===== src/udr_pkg.sv =====
package udr_pkg;
    // Data width of the parallel bus
    localparam int DATA_W = 8;
    // Register address width
    localparam int ADDR_W = 3;
    // Fifo control register offset and its field positions
    localparam logic [2:0] FCR_OFFSET = 3'h2;
    localparam int FIFO_ENABLE_POS = 0;
    localparam int DMA_MODE_POS = 3;
    // Data register offset (receive read, transmit write)
    localparam logic [2:0] DATA_OFFSET = 3'h0;
    // Value of the fifo control register after reset
    localparam logic [7:0] FCR_RESET = 8'h00;
    // Fifo depth and default receive trigger level
    localparam int FIFO_DEPTH = 16;
    localparam logic [4:0] RX_TRIGGER_RESET = 5'h01;
    // Serial idle level after reset
    localparam logic SERIAL_IDLE = 1'b1;
    // Synchronised strobe pins after reset: select off, low-active strobes high
    localparam logic [4:0] PIN_IDLE = 5'h0a;
    // Last count of the host setup, strobe and hold phases
    localparam logic [2:0] SETUP_LAST = 3'h3;
    localparam logic [2:0] STROBE_LAST = 3'h7;
    localparam logic [2:0] HOLD_LAST = 3'h3;
endpackage


===== src/udr_if.sv =====
`timescale 1ns/100ps
interface udr_if;
    // Parallel bus from the host
    logic chip_select;
    logic [2:0] addr;
    logic [7:0] wdata;
    logic [7:0] rdata;
    logic write_strobe_low;
    logic write_strobe_high;
    logic read_strobe_low;
    logic read_strobe_high;
    // DMA request lines from the device
    logic rx_dma_request_n;
    logic tx_dma_request_n;
    // Serial lines
    logic serial_out;
    logic serial_in;

    // The device end
    modport device (
        input chip_select, addr, wdata, write_strobe_low, write_strobe_high,
        input read_strobe_low, read_strobe_high, serial_in,
        output rdata, rx_dma_request_n, tx_dma_request_n, serial_out
    );
    // The host and DMA controller end
    modport host (
        output chip_select, addr, wdata, write_strobe_low, write_strobe_high,
        output read_strobe_low, read_strobe_high, serial_in,
        input rdata, rx_dma_request_n, tx_dma_request_n, serial_out
    );
endinterface


===== src/udr_device.sv =====
`timescale 1ns/100ps
// Notes on behaviour
// - Fifo mode: bit 3 picks DMA type
// - Character mode forces DMA mode 0
// - Mode 0: one transfer per request
// - Mode 1 receive: burst until fifo empty
// - Mode 1 transmit: burst until fifo full
// - Receive mode 0: low when any character
// - Receive mode 0: high when none remain
// - Receive mode 1: low at trigger/time-out
// - Receive mode 1: high once fifo empty
// - Reset drives serial output high
// - Write when selected and either strobe active
// - Host uses one write strobe only
// - Read when selected and either strobe active
module udr_device #(
    parameter int DEPTH = udr_pkg::FIFO_DEPTH
) (
    udr_if.device bus,
    input wire logic sys_clk,
    input wire logic rst_n,
    input wire logic clk_en,
    input wire logic rx_char_valid,
    input wire logic [7:0] rx_char,
    input wire logic rx_timeout,
    input wire logic [4:0] rx_trigger,
    input wire logic tx_char_take,
    output logic [7:0] tx_char,
    output logic tx_char_valid,
    output logic serial_out_level
);
    localparam int CW = $clog2(DEPTH + 1);

    ////////////////////////////////////////////////////////////////
    // Pin synchronisers for the bus strobes
    logic [4:0] pin_s1_reg;
    logic [4:0] pin_s2_reg;
    logic [4:0] pin_s3_reg;
    wire [4:0] pin_raw = {bus.chip_select, bus.write_strobe_low, bus.write_strobe_high,
                          bus.read_strobe_low, bus.read_strobe_high};

    // Two-stage sync plus an edge-history stage
    always_ff @(posedge sys_clk or negedge rst_n) begin
        if (!rst_n) begin
            pin_s1_reg <= udr_pkg::PIN_IDLE;
            pin_s2_reg <= udr_pkg::PIN_IDLE;
            pin_s3_reg <= udr_pkg::PIN_IDLE;
        end else if (clk_en) begin
            pin_s1_reg <= pin_raw;
            pin_s2_reg <= pin_s1_reg;
            pin_s3_reg <= pin_s2_reg;
        end
    end

    // Strobe decode: either polarity counts while selected
    wire cs_s = pin_s2_reg[4];
    wire wr_act = cs_s & (~pin_s2_reg[3] | pin_s2_reg[2]);
    wire wr_was = pin_s3_reg[4] & (~pin_s3_reg[3] | pin_s3_reg[2]);
    wire rd_act = cs_s & (~pin_s2_reg[1] | pin_s2_reg[0]);
    wire rd_was = pin_s3_reg[4] & (~pin_s3_reg[1] | pin_s3_reg[0]);
    wire wr_pulse = wr_act & ~wr_was;
    wire rd_pulse = rd_act & ~rd_was;
    wire wr_fcr = wr_pulse & (bus.addr == udr_pkg::FCR_OFFSET);
    wire wr_data = wr_pulse & (bus.addr == udr_pkg::DATA_OFFSET);
    wire rd_data = rd_pulse & (bus.addr == udr_pkg::DATA_OFFSET);

    ////////////////////////////////////////////////////////////////
    // Fifo control register and derived mode
    logic [7:0] fcr_reg;
    wire fifo_en = fcr_reg[udr_pkg::FIFO_ENABLE_POS];
    wire dma_mode1 = fifo_en & fcr_reg[udr_pkg::DMA_MODE_POS];

    // Register writes to the control register
    always_ff @(posedge sys_clk or negedge rst_n) begin
        if (!rst_n) begin
            fcr_reg <= udr_pkg::FCR_RESET;
        end else if (clk_en && wr_fcr) begin
            fcr_reg <= bus.wdata;
        end
    end

    ////////////////////////////////////////////////////////////////
    // Receive store; holding register is depth one in character mode
    logic [7:0] rx_mem [DEPTH];
    logic [CW-1:0] rx_cnt_reg;
    logic [$clog2(DEPTH)-1:0] rx_wp_reg;
    logic [$clog2(DEPTH)-1:0] rx_rp_reg;
    wire [CW-1:0] rx_cap = fifo_en ? CW'(DEPTH) : CW'(1);
    wire rx_push = rx_char_valid & (rx_cnt_reg < rx_cap);
    wire rx_pop = rd_data & (rx_cnt_reg != '0);

    // Receive pointers and count
    always_ff @(posedge sys_clk or negedge rst_n) begin
        if (!rst_n) begin
            rx_cnt_reg <= '0;
            rx_wp_reg <= '0;
            rx_rp_reg <= '0;
        end else if (clk_en) begin
            if (rx_push) begin
                rx_wp_reg <= rx_wp_reg + 1'b1;
            end
            if (rx_pop) begin
                rx_rp_reg <= rx_rp_reg + 1'b1;
            end
            rx_cnt_reg <= rx_cnt_reg + CW'(rx_push) - CW'(rx_pop);
        end
    end

    // Receive storage array, no reset needed
    always_ff @(posedge sys_clk) begin
        if (clk_en && rx_push) begin
            rx_mem[rx_wp_reg] <= rx_char;
        end
    end

    // Read data latched on any read: control register at its offset, receive data otherwise, zero when the receive store is empty
    logic [7:0] rdata_reg;
    always_ff @(posedge sys_clk or negedge rst_n) begin
        if (!rst_n) begin
            rdata_reg <= 8'h00;
        end else if (clk_en && rd_pulse) begin
            rdata_reg <= (bus.addr == udr_pkg::FCR_OFFSET) ? fcr_reg :
                         (rx_cnt_reg != '0) ? rx_mem[rx_rp_reg] : 8'h00;
        end
    end
    assign bus.rdata = rdata_reg;

    ////////////////////////////////////////////////////////////////
    // Receive DMA request
    logic rx_req_reg;
    wire rx_any = (rx_cnt_reg != '0);
    wire rx_hit = (rx_cnt_reg >= rx_trigger) | rx_timeout;

    // Mode 0 follows occupancy; mode 1 sets at trigger and clears when empty
    always_ff @(posedge sys_clk or negedge rst_n) begin
        if (!rst_n) begin
            rx_req_reg <= 1'b0;
        end else if (clk_en) begin
            if (!dma_mode1) begin
                rx_req_reg <= rx_any;
            end else if (rx_hit && rx_any) begin
                rx_req_reg <= 1'b1;
            end else if (!rx_any) begin
                rx_req_reg <= 1'b0;
            end
        end
    end
    assign bus.rx_dma_request_n = ~rx_req_reg;

    ////////////////////////////////////////////////////////////////
    // Transmit store
    logic [7:0] tx_mem [DEPTH];
    logic [CW-1:0] tx_cnt_reg;
    logic [$clog2(DEPTH)-1:0] tx_wp_reg;
    logic [$clog2(DEPTH)-1:0] tx_rp_reg;
    wire [CW-1:0] tx_cap = fifo_en ? CW'(DEPTH) : CW'(1);
    wire tx_push = wr_data & (tx_cnt_reg < tx_cap);
    wire tx_pop = tx_char_take & (tx_cnt_reg != '0);

    // Transmit pointers and count
    always_ff @(posedge sys_clk or negedge rst_n) begin
        if (!rst_n) begin
            tx_cnt_reg <= '0;
            tx_wp_reg <= '0;
            tx_rp_reg <= '0;
        end else if (clk_en) begin
            if (tx_push) begin
                tx_wp_reg <= tx_wp_reg + 1'b1;
            end
            if (tx_pop) begin
                tx_rp_reg <= tx_rp_reg + 1'b1;
            end
            tx_cnt_reg <= tx_cnt_reg + CW'(tx_push) - CW'(tx_pop);
        end
    end

    // Transmit storage array
    always_ff @(posedge sys_clk) begin
        if (clk_en && tx_push) begin
            tx_mem[tx_wp_reg] <= bus.wdata;
        end
    end
    assign tx_char = tx_mem[tx_rp_reg];
    assign tx_char_valid = (tx_cnt_reg != '0);

    ////////////////////////////////////////////////////////////////
    // Transmit DMA request
    logic tx_req_reg;

    // Mode 0 asks while empty; mode 1 asks until the fifo is full
    always_ff @(posedge sys_clk or negedge rst_n) begin
        if (!rst_n) begin
            tx_req_reg <= 1'b1;
        end else if (clk_en) begin
            if (!dma_mode1) begin
                tx_req_reg <= (tx_cnt_reg == '0);
            end else if (tx_cnt_reg == '0) begin
                tx_req_reg <= 1'b1;
            end else if (tx_cnt_reg == CW'(DEPTH)) begin
                tx_req_reg <= 1'b0;
            end
        end
    end
    assign bus.tx_dma_request_n = ~tx_req_reg;

    ////////////////////////////////////////////////////////////////
    // Serial output level, idle after reset
    logic serial_out_reg;
    always_ff @(posedge sys_clk or negedge rst_n) begin
        if (!rst_n) begin
            serial_out_reg <= udr_pkg::SERIAL_IDLE;
        end else if (clk_en) begin
            serial_out_reg <= ~tx_char_valid | tx_char[0];
        end
    end
    assign bus.serial_out = serial_out_reg;
    assign serial_out_level = serial_out_reg;
endmodule // udr_device


===== src/flat_wrapper.sv =====
// flat-port wrapper written by rule: the top's interface ports become plain ports
module udr_device_flat 
#(
    parameter int DEPTH = udr_pkg::FIFO_DEPTH
)
  (sys_clk, rst_n, clk_en, rx_char_valid, rx_char, rx_timeout, rx_trigger, tx_char_take, tx_char, tx_char_valid, serial_out_level, bus_chip_select, bus_addr, bus_wdata, bus_write_strobe_low, bus_write_strobe_high, bus_read_strobe_low, bus_read_strobe_high, bus_serial_in, bus_rdata, bus_rx_dma_request_n, bus_tx_dma_request_n, bus_serial_out);
  udr_if bus_i ();
  input wire logic sys_clk;
  input wire logic rst_n;
  input wire logic clk_en;
  input wire logic rx_char_valid;
  input wire logic [7:0] rx_char;
  input wire logic rx_timeout;
  input wire logic [4:0] rx_trigger;
  input wire logic tx_char_take;
  output logic [7:0] tx_char;
  output logic tx_char_valid;
  output logic serial_out_level;
  input wire logic [$bits(bus_i.chip_select)-1:0] bus_chip_select;
  input wire logic [$bits(bus_i.addr)-1:0] bus_addr;
  input wire logic [$bits(bus_i.wdata)-1:0] bus_wdata;
  input wire logic [$bits(bus_i.write_strobe_low)-1:0] bus_write_strobe_low;
  input wire logic [$bits(bus_i.write_strobe_high)-1:0] bus_write_strobe_high;
  input wire logic [$bits(bus_i.read_strobe_low)-1:0] bus_read_strobe_low;
  input wire logic [$bits(bus_i.read_strobe_high)-1:0] bus_read_strobe_high;
  input wire logic [$bits(bus_i.serial_in)-1:0] bus_serial_in;
  output wire logic [$bits(bus_i.rdata)-1:0] bus_rdata;
  output wire logic [$bits(bus_i.rx_dma_request_n)-1:0] bus_rx_dma_request_n;
  output wire logic [$bits(bus_i.tx_dma_request_n)-1:0] bus_tx_dma_request_n;
  output wire logic [$bits(bus_i.serial_out)-1:0] bus_serial_out;
  assign bus_i.chip_select = bus_chip_select;
  assign bus_i.addr = bus_addr;
  assign bus_i.wdata = bus_wdata;
  assign bus_i.write_strobe_low = bus_write_strobe_low;
  assign bus_i.write_strobe_high = bus_write_strobe_high;
  assign bus_i.read_strobe_low = bus_read_strobe_low;
  assign bus_i.read_strobe_high = bus_read_strobe_high;
  assign bus_i.serial_in = bus_serial_in;
  assign bus_rdata = bus_i.rdata;
  assign bus_rx_dma_request_n = bus_i.rx_dma_request_n;
  assign bus_tx_dma_request_n = bus_i.tx_dma_request_n;
  assign bus_serial_out = bus_i.serial_out;
  udr_device #(.DEPTH(DEPTH)) u_core (.bus(bus_i), .sys_clk(sys_clk), .rst_n(rst_n), .clk_en(clk_en), .rx_char_valid(rx_char_valid), .rx_char(rx_char), .rx_timeout(rx_timeout), .rx_trigger(rx_trigger), .tx_char_take(tx_char_take), .tx_char(tx_char), .tx_char_valid(tx_char_valid), .serial_out_level(serial_out_level));
endmodule

===== config.mk =====
export PLATFORM = sky130hd
export DESIGN_NAME = udr_device_flat
export DESIGN_NICKNAME = d
export VERILOG_FILES = /design/src/udr_pkg.sv /design/src/udr_if.sv /design/src/udr_device.sv /design/src/flat_wrapper.sv
export SDC_FILE = /design/constraint.sdc
export NUM_CORES = 1
export LEC_CHECK = 0
export BUFFER_PORTS_ARGS = -buffer_cell sky130_fd_sc_hd__buf_2
export CORE_MARGIN = 2
export CORE_UTILIZATION = 55
export CTS_BUF_LIST = sky130_fd_sc_hd__clkbuf_4
export DETAILED_ROUTE_END_ITERATION = 8
export HOLD_SLACK_MARGIN = 0.02
export PLACE_DENSITY = 0.75
export SYNTH_ARGS = -nofsm -noshare
export SYNTH_HDL_FRONTEND = slang
export SYNTH_SLANG_ARGS = --single-unit

===== constraint.sdc =====
create_clock -name sys_clk -period 2.6 [get_ports sys_clk]
set_input_delay 0.65 -clock sys_clk [delete_from_list [all_inputs] [get_ports sys_clk]]
set_output_delay 0.65 -clock sys_clk [all_outputs]
set_load 0.05 [all_outputs]

==> results.md, run 1 <==
- Fin. Hold Viols: 0
- Row count: 56
- Core area: 23470 um^2
- Die W: 158.8 um
- Worst IR Drop VDD: 704.4 uV
- Final HPWL DP: 17470 um
- Worst-skew pair later-pin latency: 0.70 ns
- Largest regs: u_core.rx_mem (128), u_core.tx_mem (128)
- R2R Setup Slk: -0.10 ns
- Register area share after synthesis: 69.77%
- Syn Area/Cell: 18.04 um^2
- Data arrival, critical path: 2.55 ns
- Top area cells in the synthesized netlist: edfxtp_1 58%, dfrtp_1 9.9%, mux4_2 9.1%
- Startpoint types: register
- Post-Route Utilization: 68.09%
- Via/cell ratio: 5.553
- Post-route clock period utilization: 123.1%
- Total CTS buffers: 79
- Clk buf depth: 3
- Initial antenna violation count: 1
- Port Buffers: 55
- Fin. max-slew vios: 0
- 1st-pass router iterations: 7
- Yosys reg bits: 316
- RSZ-0062 raised after global routing: yes
- Overall Global Routing Usage: 21.69%
- Violated checks: setup timing
- Mapped Area: 13190 um^2
- P&R area growth vs syn: 21.21%
- R2R depth: 15
- Critical path launch point: u_core.tx_rp_reg[0]$_DFFE_PN0P_
- CTS tree: done
- Vias in the first global route: 7943
- Status: finished with violations
- Vias: 7308
- Drt drc: 0
- DRT antenna net count: 0
- CTS H-tree depth: 3
- Num ports: 57
- Critical Path RT: 1.95 ns
- WL/cell: 20.28 um
- GP Congestion: 0.8429
- Inst Count DP: 1163
- Iter 0 DRT Violations: 505
- Pwr/cell area: 1010 nW/um^2
- Synth Net Count: 802
- Hold Path Class: in2reg
- Clk pin slew, worst setup/hold paths: 0.07 ns
- CP Max Fanout: 7
- Largest net degree at the start of global routing: 61
- Worst Setup EP: tx_char[4]
- Worst Tran Pin Value: 0.9624 ns
- Cell taking the most area after synthesis: edfxtp_1
- Number of max-cap violations: 0
- Synth async-reset ratio: 18.99%
- RR Endpoint: u_core.rx_cnt_reg[4]$_DFFE_PN0P_
- Pleak: 5.838 nW
- Share of cells above drive strength 1: 43.78%
- Synth cell types: 47
- Fillers: 1541
- Final min period: 3.202 ns
- Crit path kind: reg2out
- Main synth FF type: edfxtp_1
- Clock root cell: clkbuf_4
- Slew margin rel.: 35.35%
- Hold Path Depth: 2
- Share of the synthesized area in the top cell type: 58.30%
- Critical Path End Type: output pin
- Routed WL: 26690 um
- Final #Nets: 1013
- Post-synth EDFFs: 256
- Fmax achieved: 312.3 MHz
- Area of the die: 25230 um^2
- DIE HEIGHT: 158.8 um
- R2r startpoint: u_core.rx_cnt_reg[2]$_DFFE_PN0P_
- Cells after synthesis: 731
- Final Worst Setup Slack: -0.6016 ns
- Starting Density: 56.17%
- CTS sink count: 316
- First-pass GRT wire length: 41920 um
- Gr ovfl total: 0
- Setup Skew: 0.05048 ns
- Final setup viols: 10
- Yosys warning total: 0
- Final cell count without fillers: 1316
-- critical path, cell delays in order, from the launching register on --
cell,delay (ns)
dfrtp_2,0.48
buf_12,0.18
buf_12,0.13
mux4_2,0.51
a211oi_2,0.23
buf_4,0.15
a21oi_2,0.03
buf_6,0.16
-- synth_stat cells (3+ instances only) --
cell type,count
dfrtp_1,52
dfstp_2,8
edfxtp_1,256
nand3_1,3
nor3b_1,8
buf_2,3
mux2_2,38
o21ai_0,13
buf_1,7
ha_1,33
mux4_2,53
nor3_1,6
inv_1,30
nor2_1,31
a211oi_1,7
a21oi_1,26
nand2b_1,7
a221oi_1,8
buf_4,4
clkbuf_1,16
and2_1,13
xnor2_1,18
nand4_1,4
nor2b_1,11
mux4_1,12
mux2i_1,9
nand2_1,30
-- where the power goes --
| group | leakage [nW] | internal [mW] | switching [mW] |
|---|---|---|---|
| Clock | 0.550 | 1.92 | 1.91 |
| Combinational | 2.29 | 2.92 | 3.03 |
| Sequential | 3.00 | 5.90 | 0.465 |
| Total | 5.84 | 10.7 | 5.40 |
-- layout make-up --
cell class                 count  area, um^2  area share, %
inverter                      30       115.1         0.7203
timing repair buffer         163        1318          8.244
tap                          319       399.1          2.497
sequential                   316        9201          57.57
clock buffer                 106       795.8          4.979
multi-input combinational    352        4010          25.09
antenna                        1       2.502        0.01566
clock inverter                29       140.1         0.8768
-- cell usage in the layout, fill, tap and decap left out, types with 7 or more instances in the layout --
cell type and n:
mux4_1 12, buf_12 12, inv_2 7, buf_4 91
nor2_1 30, clkbuf_4 106, a21oi_1 18, mux4_2 53
ha_1 27, clkinv_1 21, nor2b_1 8, mux2_2 38
inv_1 22, buf_6 11, a221oi_1 8, dfstp_2 8
edfxtp_1 256, nand2_1 29, dfrtp_1 50, and2_1 12
buf_2 46, o21ai_0 12, a21oi_2 8, xnor2_1 16
-- cell families (layout without fill, tap and decap cells) --
family | Yosys count | count (layout) | synth area share, %
AO/OA/AOI/OAI | 65 | 65 | 3.350
other | 0 | 1 | 0
buffers and inverters | 63 | 328 | 2.173
XOR/XNOR | 20 | 20 | 1.329
adder cells (fa/ha/maj) | 35 | 35 | 3.435
AND/OR/NAND/NOR | 120 | 120 | 4.574
multiplexers | 112 | 112 | 15.37
flip-flops | 316 | 316 | 69.77
-- layer usage --
layer / wire, um / GRT usage, % / vias to the layer above
met5: 0 / 0 / -
met4: 580 / 7.965 / 0
met3: 1622 / 5.408 / 49
met2: 13890 / 37.53 / 227
met1: 10600 / 26.58 / 3708
li1: - / - / 3324
-- per-stage QoR --
step / hold slack [ns] / power, mW / TNS [ns] / area (um^2) / setup WS [ns]
2_1_floorplan: 0.3544 / 9.985 / -0.4269 / 13250 / -0.2148
3_3_place_gp: 0.4644 / 11.26 / -11.52 / 14550 / -0.4042
3_5_place_dp: 0.4844 / 11.46 / -18.15 / 14550 / -0.5165
4_1_cts: 0.1523 / 16.08 / -4.934 / 15900 / -0.6482
5_1_grt: 0.1622 / 17.00 / -5.690 / 15980 / -0.6939
6_report: 0.1952 / 16.14 / -4.669 / 15980 / -0.6016
-- worst min path at each step --
| stage | slack (ns) | start | to |
|---|---|---|---|
| final | 0.20 | bus_read_strobe_high | u_core.pin_s1_reg[0]$_DFFE_PN0P_ |
| after global routing | 0.16 | bus_read_strobe_high | u_core.pin_s1_reg[0]$_DFFE_PN0P_ |
| after CTS | 0.15 | bus_read_strobe_high | u_core.pin_s1_reg[0]$_DFFE_PN0P_ |
| after detailed placement | 0.48 | u_core.tx_req_reg$_DFFE_PN1P_ | u_core.tx_req_reg$_DFFE_PN1P_ |
| after global placement | 0.46 | u_core.tx_req_reg$_DFFE_PN1P_ | u_core.tx_req_reg$_DFFE_PN1P_ |
| after floorplan | 0.35 | rst_n | u_core.bus.rdata[0]$_DFFE_PN0P_ |
-- repair_timing --
item	4_1_cts	5_1_grt
resized for setup	64	23
buffers inserted	14	2
endpoints found under the hold margin	52	0
cloned	1	0
pin swaps	19	15
endpoints found under the setup margin	13	72
hold buffers	1	0
Note: power is estimated with default switching activity, not from simulation.
==> run 2, diff against run 1 <==
- PLACE_DENSITY: 0.75 -> 0.72
- clock period: 2.6 -> 3.6 ns (I/O delays scaled with it)
==> run 2 against run 1 <==
Against the previous run:
- the run now ends clean
- via count fell by 3.7%
- setup slack improved by 0.73 ns
- design area fell by 5.7%
- first-iteration DRC count rose by 5.9%
- global-route usage fell by 0.34 points
- critical path depth fell by 3
- sequential power fell by 27%
- core utilization fell by 3.9 points
- sequential cell count did not move
- clock power fell by 19%
- worst hold slack got worse by 0.024 ns
- critical path type unchanged
- largest cell class unchanged
- largest power group unchanged
==> results.md, run 2 (synthesis gave the netlist of run 1 again) <==
- Status: complete, no violations
- Final min period: 3.470 ns
- Crit path kind: reg2out
- Clk buf depth: 3 (unchanged)
- Int Pwr: 7.353 mW (-32%)
- Routed WL: 25910 um (-3.0%)
- Critical Path End Type: output pin
- Final Worst Setup Slack: 0.1297 ns (+0.7313 ns)
- Worst-skew pair later-pin latency: 0.69 ns (about the same)
- Data arrival, critical path: 2.57 ns (+0.02 ns)
- GP Congestion: 0.8293 (-1.6%)
- Pwr Total: 10.97 mW (-32%)
- Pwr/cell area: 727.6 nW/um^2 (-28%)
- Die W: 158.8 um (unchanged)
- Drt drc: 0 (unchanged)
- Iter 0 DRT Violations: 535 (+5.9%)
- Post-CTS Setup Inserts: 0 (-14)
- FF/Latch Area: 9201 um^2 (unchanged)
- Starting Density: 56.17% (unchanged)
- Fin. max-slew vios: 0 (unchanged)
- Post-Route Utilization: 64.21% (-3.9 points)
- Min Hold Slack: 0.1712 ns (-0.02396 ns)
- Fmax achieved: 288.2 MHz
- Pre-CTS WS: 0.08450 ns (+0.6010 ns)
- Final setup viols: 0 (-10)
- Final cell count without fillers: 1257 (-4.5%)
- Largest regs: u_core.rx_mem (128), u_core.tx_mem (128)
- Most common cell after layout, fill and taps aside: edfxtp_1
- Area of the die: 25230 um^2 (unchanged)
- Initial antenna violation count: 1 (unchanged)
- CTS sink count: 316 (unchanged)
- CP Max Fanout: 19 (+12)
- DIE HEIGHT: 158.8 um (unchanged)
- Worst Tran Pin Value: 0.8677 ns (-0.09469 ns)
- Clk pin slew, worst setup/hold paths: 0.07 ns (about the same)
- Switching power total: 3.612 mW (-33%)
- Hold Path Class: in2async
- Area of the multi-input gates: 3710 um^2 (-7.5%)
- RSZ-0062 raised after global routing: no
- DRT antenna net count: 0 (unchanged)
- Largest net degree at the start of global routing: 27 (-56%)
- Switching Fraction: 32.94% (-0.52 points)
- Commonest non-fill, non-tap cells in the layout: 256 x edfxtp_1, 125 x clkbuf_4, 55 x buf_2, 53 x mux4_2, 50 x dfrtp_1
- Number of max-cap violations: 0 (unchanged)
- Most frequent CP cell: mux4_2
- R2R Setup Slk: 0.55 ns (+0.65 ns)
- TNS Setup: 0 ns (+4.669 ns)
- Core area: 23470 um^2 (unchanged)
- CTS H-tree depth: 3 (unchanged)
- Total CTS buffers: 80 (+1.3%)
- Final #Nets: 941 (-7.1%)
- WL/cell: 20.61 um (+1.6%)
- First-pass GRT wire length: 41490 um (-1.0%)
- Setup Skew: 0.04209 ns (-0.008393 ns)
- Share of power burned in registers: 42.6% (+3.2 points)
- Worst IR Drop VDD: 466.0 uV (-34%)
- Pleak: 5.446 nW (-6.7%)
- Startpoint types: register
- Slowest-stage cell, CP: mux4_2
- Placed Area: 13960 um^2 (-4.0%)
- Inst Count DP: 1107 (-4.8%)
- 1st-pass router iterations: 5 (-2)
- Slew margin rel.: 42.15% (+6.8 points)
- P&R area growth vs syn: 14.30%
- Sequence of cells on the critical path: buf_12 > mux4_2 > mux4_2 > buf_2
- Overall Global Routing Usage: 21.35% (-0.34 points)
- Vias in the first global route: 7587 (-4.5%)
- Via/cell ratio: 5.597 (+0.80%)
- Vias: 7036 (-3.7%)
- WP buf/inv: 2 (-2)
- Combinational Power Share: 29.3% (-7.6 points)
- Gr ovfl total: 0 (unchanged)
- Row count: 56 (unchanged)
- Power share of the clock group: 28.2% (+4.5 points)
- Port Buffers: 55 (unchanged)
- Num ports: 57 (unchanged)
- Clock root cell: clkbuf_4
- Final HPWL DP: 16880 um (-3.4%)
- Post-route clock period utilization: 96.40%
- Final instance area: 15070 um^2 (-5.7%)
- Crit-path leading delay family: multiplexers
- Crit-path max cell delay: 0.53 ns (+0.02 ns)
- Fin. Hold Viols: 0 (unchanged)
- Share of cells above drive strength 1: 35.22% (-8.6 points)
- Fillers: 1641 (+6.5%)
- CTS tree: done
- Critical Path RT: 2.70 ns (+0.75 ns)
-- run 2: cell types whose count changed in the layout (fill, tap and decap cells not counted), sizes merged --
cell         before  now
buf             162   90
clkbuf          106  125
clkinv           25   20
inv              33   30
clkinvlp          1    3
bufinv            0    1
dlygate4sd3       1    0
-- run 2: worst register-to-register path, delay by kind of cell (launching register included) --
family	cells	cell delay [ns]
buffers and inverters	3	0.25
and+or+nand+nor	4	0.74
adders and majority gates	4	1.05
xor gates and xnor gates	2	0.26
AOI/OAI and AO/OA	2	0.26
DFF	1	0.40
-- run 2: timing repair --
action,in CTS,in global routing
hold buffers,0,0
hold endpoints to repair,0,0
gates resized for setup,3,3
setup endpoints to repair,7,5
-- run 2: metal layers --
layer	wire, um	vias to the layer above	track usage [%]
met3	1418	51	4.310
li1	-	3192	-
met4	616	0	8.757
met2	13110	215	35.27
met1	10760	3578	28.04
met5	0	-	0
-- run 2: path summary, 6_finish.rpt --
path	from	end	depth (start not counted)
worst max-delay path	u_core.tx_rp_reg[0]$_DFFE_PN0P_	tx_char[0]	4
worst min-delay path	rst_n	u_core.tx_cnt_reg[0]$_DFFE_PN0P_	1
worst max register to register	u_core.tx_cnt_reg[2]$_DFFE_PN0P_	u_core.tx_cnt_reg[4]$_DFFE_PN0P_	15
max in group asynchronous	rst_n	u_core.fcr_reg[2]$_DFFE_PN0P_	2
worst min register to register	u_core.tx_req_reg$_DFFE_PN1P_	u_core.tx_req_reg$_DFFE_PN1P_	2
min in group sys_clk	bus_read_strobe_high	u_core.pin_s1_reg[0]$_DFFE_PN0P_	2
-- run 2: power groups by stage --
stage	clock network (mW)	logic [mW]	registers [mW]
after floorplan	0	2.49	4.66
after global placement	0	3.11	4.70
after detailed placement	0	3.20	4.73
after CTS	3.18	3.23	4.66
after global routing	3.38	3.49	4.71
final	3.09	3.21	4.67
-- run 2: final cells by class --
type / count / share of cell area, %
Sequential cell: 316 / 61.05
Multi-Input combinational cell: 352 / 24.62
Clock buffer: 125 / 6.227
Timing Repair Buffer: 90 / 3.761
Tap cell: 319 / 2.648
Clock inverter: 24 / 0.9298
Inverter: 30 / 0.7472
Antenna cell: 1 / 0.01660
==> run 3, diff against run 2 <==
- REMOVE_ABC_BUFFERS: default -> 1
==> run 3 against run 2 <==
Against the previous run:
- sequential share of layout area down 0.14 points
- largest cell class unchanged
- count of clock-buffer cells in the layout down 8
- clock power down 3%
- worst hold slack better by 0.036 ns
- cell count unchanged
- sequential cell count unchanged
- setup slack worse by 0.031 ns
- via count down 0.36%
- combinational power up 2%
- first-iteration DRC count down 9.3%
- power about the same
==> results.md, run 3 (synthesis gave the netlist of run 1 again) <==
- Status: complete, no violations
- Die W: 158.8 um (unchanged)
- CTS H-tree depth: 3 (unchanged)
- DRT antenna net count: 0 (unchanged)
- Inst Count DP: 1110 (+0.27%)
- First-pass GRT wire length: 40370 um (-2.7%)
- Clock root cell: clkbuf_4
- Post-route clock period utilization: 97.27% (+0.87 points)
- Pwr Total: 10.97 mW (about the same)
- Hold Path Class: in2async
- Switching Fraction: 32.68% (-0.26 points)
- Slowest-stage cell, CP: mux4_2
- CTS sink count: 316 (unchanged)
- Fin. Hold Viols: 0 (unchanged)
- Core area: 23470 um^2 (unchanged)
- Combinational Power Share: 29.9% (+0.6 points)
- Most common cell after layout, fill and taps aside: edfxtp_1
- Largest net degree at the start of global routing: 30 (+11%)
- Starting Density: 56.17% (unchanged)
- Pre-CTS WS: 0.1049 ns (+0.02039 ns)
- Largest regs: u_core.rx_mem (128), u_core.tx_mem (128)
- Routed WL: 25290 um (-2.4%)
- Overall Global Routing Usage: 20.77% (-0.58 points)
- R2R Setup Slk: 0.49 ns (-0.06 ns)
- Clk pin slew, worst setup/hold paths: 0.07 ns (about the same)
- Pleak: 5.462 nW (+0.28%)
- Crit path kind: reg2out
- Crit-path max cell delay: 0.51 ns (-0.02 ns)
- TNS Setup: 0 ns (unchanged)
- Setup Skew: 0.04888 ns (+0.006794 ns)
- Final #Nets: 947 (+0.64%)
- Worst IR Drop VDD: 435.0 uV (-6.7%)
- Int Pwr: 7.385 mW (+0.44%)
- Crit-path leading delay family: multiplexers
- P&R area growth vs syn: 14.60%
- Switching power total: 3.585 mW (-0.75%)
- Min Hold Slack: 0.2069 ns (+0.03570 ns)
- R2R depth: 16 (+1)
- Final HPWL DP: 16660 um (-1.3%)
- Hold_buf cts: 0 (unchanged)
- Data arrival, critical path: 2.60 ns (+0.03 ns)
- RR Endpoint: u_core.rx_cnt_reg[4]$_DFFE_PN0P_
- Worst-skew pair later-pin latency: 0.69 ns (about the same)
- CP Max Fanout: 11 (-8)
- Critical Path RT: 2.70 ns (about the same)
- Final setup viols: 0 (unchanged)
- Final Worst Setup Slack: 0.09829 ns (-0.03138 ns)
- Final instance area: 15110 um^2 (+0.27%)
- Port Buffers: 55 (unchanged)
- Vias: 7011 (-0.36%)
- Row count: 56 (unchanged)
- Placed Area: 13990 um^2 (+0.16%)
- 1st-pass router iterations: 5 (unchanged)
- Initial antenna violation count: 1 (unchanged)
- Num ports: 57 (unchanged)
- Via/cell ratio: 5.578 (-0.36%)
- Fmax achieved: 285.6 MHz (-0.90%)
- GP Congestion: 0.8686 (+4.7%)
- Worst Tran Pin Value: 0.9457 ns (+0.07797 ns)
- Iter 0 DRT Violations: 485 (-9.3%)
- WL/cell: 20.12 um (-2.4%)
- Post-Route Utilization: 64.38% (+0.17 points)
- Pwr/cell area: 726.0 nW/um^2 (-0.21%)
- Commonest non-fill, non-tap cells in the layout: 256 x edfxtp_1, 117 x clkbuf_4, 55 x buf_2, 53 x mux4_2, 49 x dfrtp_1
- WP buf/inv: 2 (unchanged)
- Fin. max-slew vios: 0 (unchanged)
- Share of cells above drive strength 1: 35.33% (+0.11 points)
- Slew margin rel.: 36.47% (-5.7 points)
- Drt drc: 0 (unchanged)
- Final min period: 3.502 ns (+0.03138 ns)
- Sequence of cells on the critical path: buf_12 > mux4_2 > nor2b_1 > a211oi_4 > a21oi_1 > buf_2
- Share of power burned in registers: 42.6% (about the same)
- Clk buf depth: 3 (unchanged)
- Startpoint types: register
- Gr ovfl total: 0 (unchanged)
- Vias in the first global route: 7595 (+0.11%)
- DIE HEIGHT: 158.8 um (unchanged)
- R2r startpoint: u_core.rx_cnt_reg[2]$_DFFE_PN0P_
- Total CTS buffers: 79 (-1.3%)
- Area of the die: 25230 um^2 (unchanged)
- Critical Path End Type: output pin
- Power share of the clock group: 27.5% (-0.7 points)
- Number of max-cap violations: 0 (unchanged)
- Final cell count without fillers: 1257 (unchanged)
- CTS tree: done
run 3: power by group through the flow:
stage / clock (mW) / sequential, mW / combinational [mW]
2_1_floorplan: 0 / 4.98 / 2.03
3_3_place_gp: 0 / 4.76 / 3.06
3_5_place_dp: 0 / 4.79 / 3.14
4_1_cts: 3.10 / 4.71 / 3.22
5_1_grt: 3.30 / 4.73 / 3.56
6_report: 3.01 / 4.68 / 3.28
run 3: routing by layer:
layer	routed length (um)	GRT usage [%]	share of wire (%)	up-vias
met4	780	8.966	3.1	0
met1	10350	26.01	41	3539
met3	1322	4.441	5.2	66
met5	0	0	0	-
li1	-	-	-	3204
met2	12840	35.29	51	202
run 3: cell type report:
class | count | area, um^2
Multi-Input combinational cell | 352 | 3721
Clock buffer | 117 | 878.3
Inverter | 30 | 112.6
Clock inverter | 25 | 165.2
Timing Repair Buffer | 97 | 626.9
Antenna cell | 1 | 2.502
Tap cell | 319 | 399.1
Fill cell | 1657 | 8362
Sequential cell | 316 | 9205
run 3: worst max-delay path by stage:
stage / startpoint / slack [ns] / cells past startpoint / endpoint
after floorplan: u_core.tx_rp_reg[0]$_DFFE_PN0P_ / -0.16 / 4 / tx_char[2]
after global placement: bus_addr[1] / 0.14 / 14 / u_core.rx_cnt_reg[4]$_DFFE_PN0P_
after detailed placement: bus_addr[1] / 0.10 / 14 / u_core.rx_cnt_reg[4]$_DFFE_PN0P_
after CTS: u_core.tx_rp_reg[0]$_DFFE_PN0P_ / -0.02 / 5 / tx_char[3]
after global routing: u_core.tx_rp_reg[0]$_DFFE_PN0P_ / -0.02 / 6 / tx_char[3]
final: u_core.tx_rp_reg[0]$_DFFE_PN0P_ / 0.1 / 6 / tx_char[4]
run 3: timing repair:
| action | in CTS | in global routing |
|---|---|---|
| setup endpoints to repair | 8 | 8 |
| resized for setup | 6 | 3 |
| setup buffers | 2 | 2 |
| endpoints found under the hold margin | 0 | 0 |
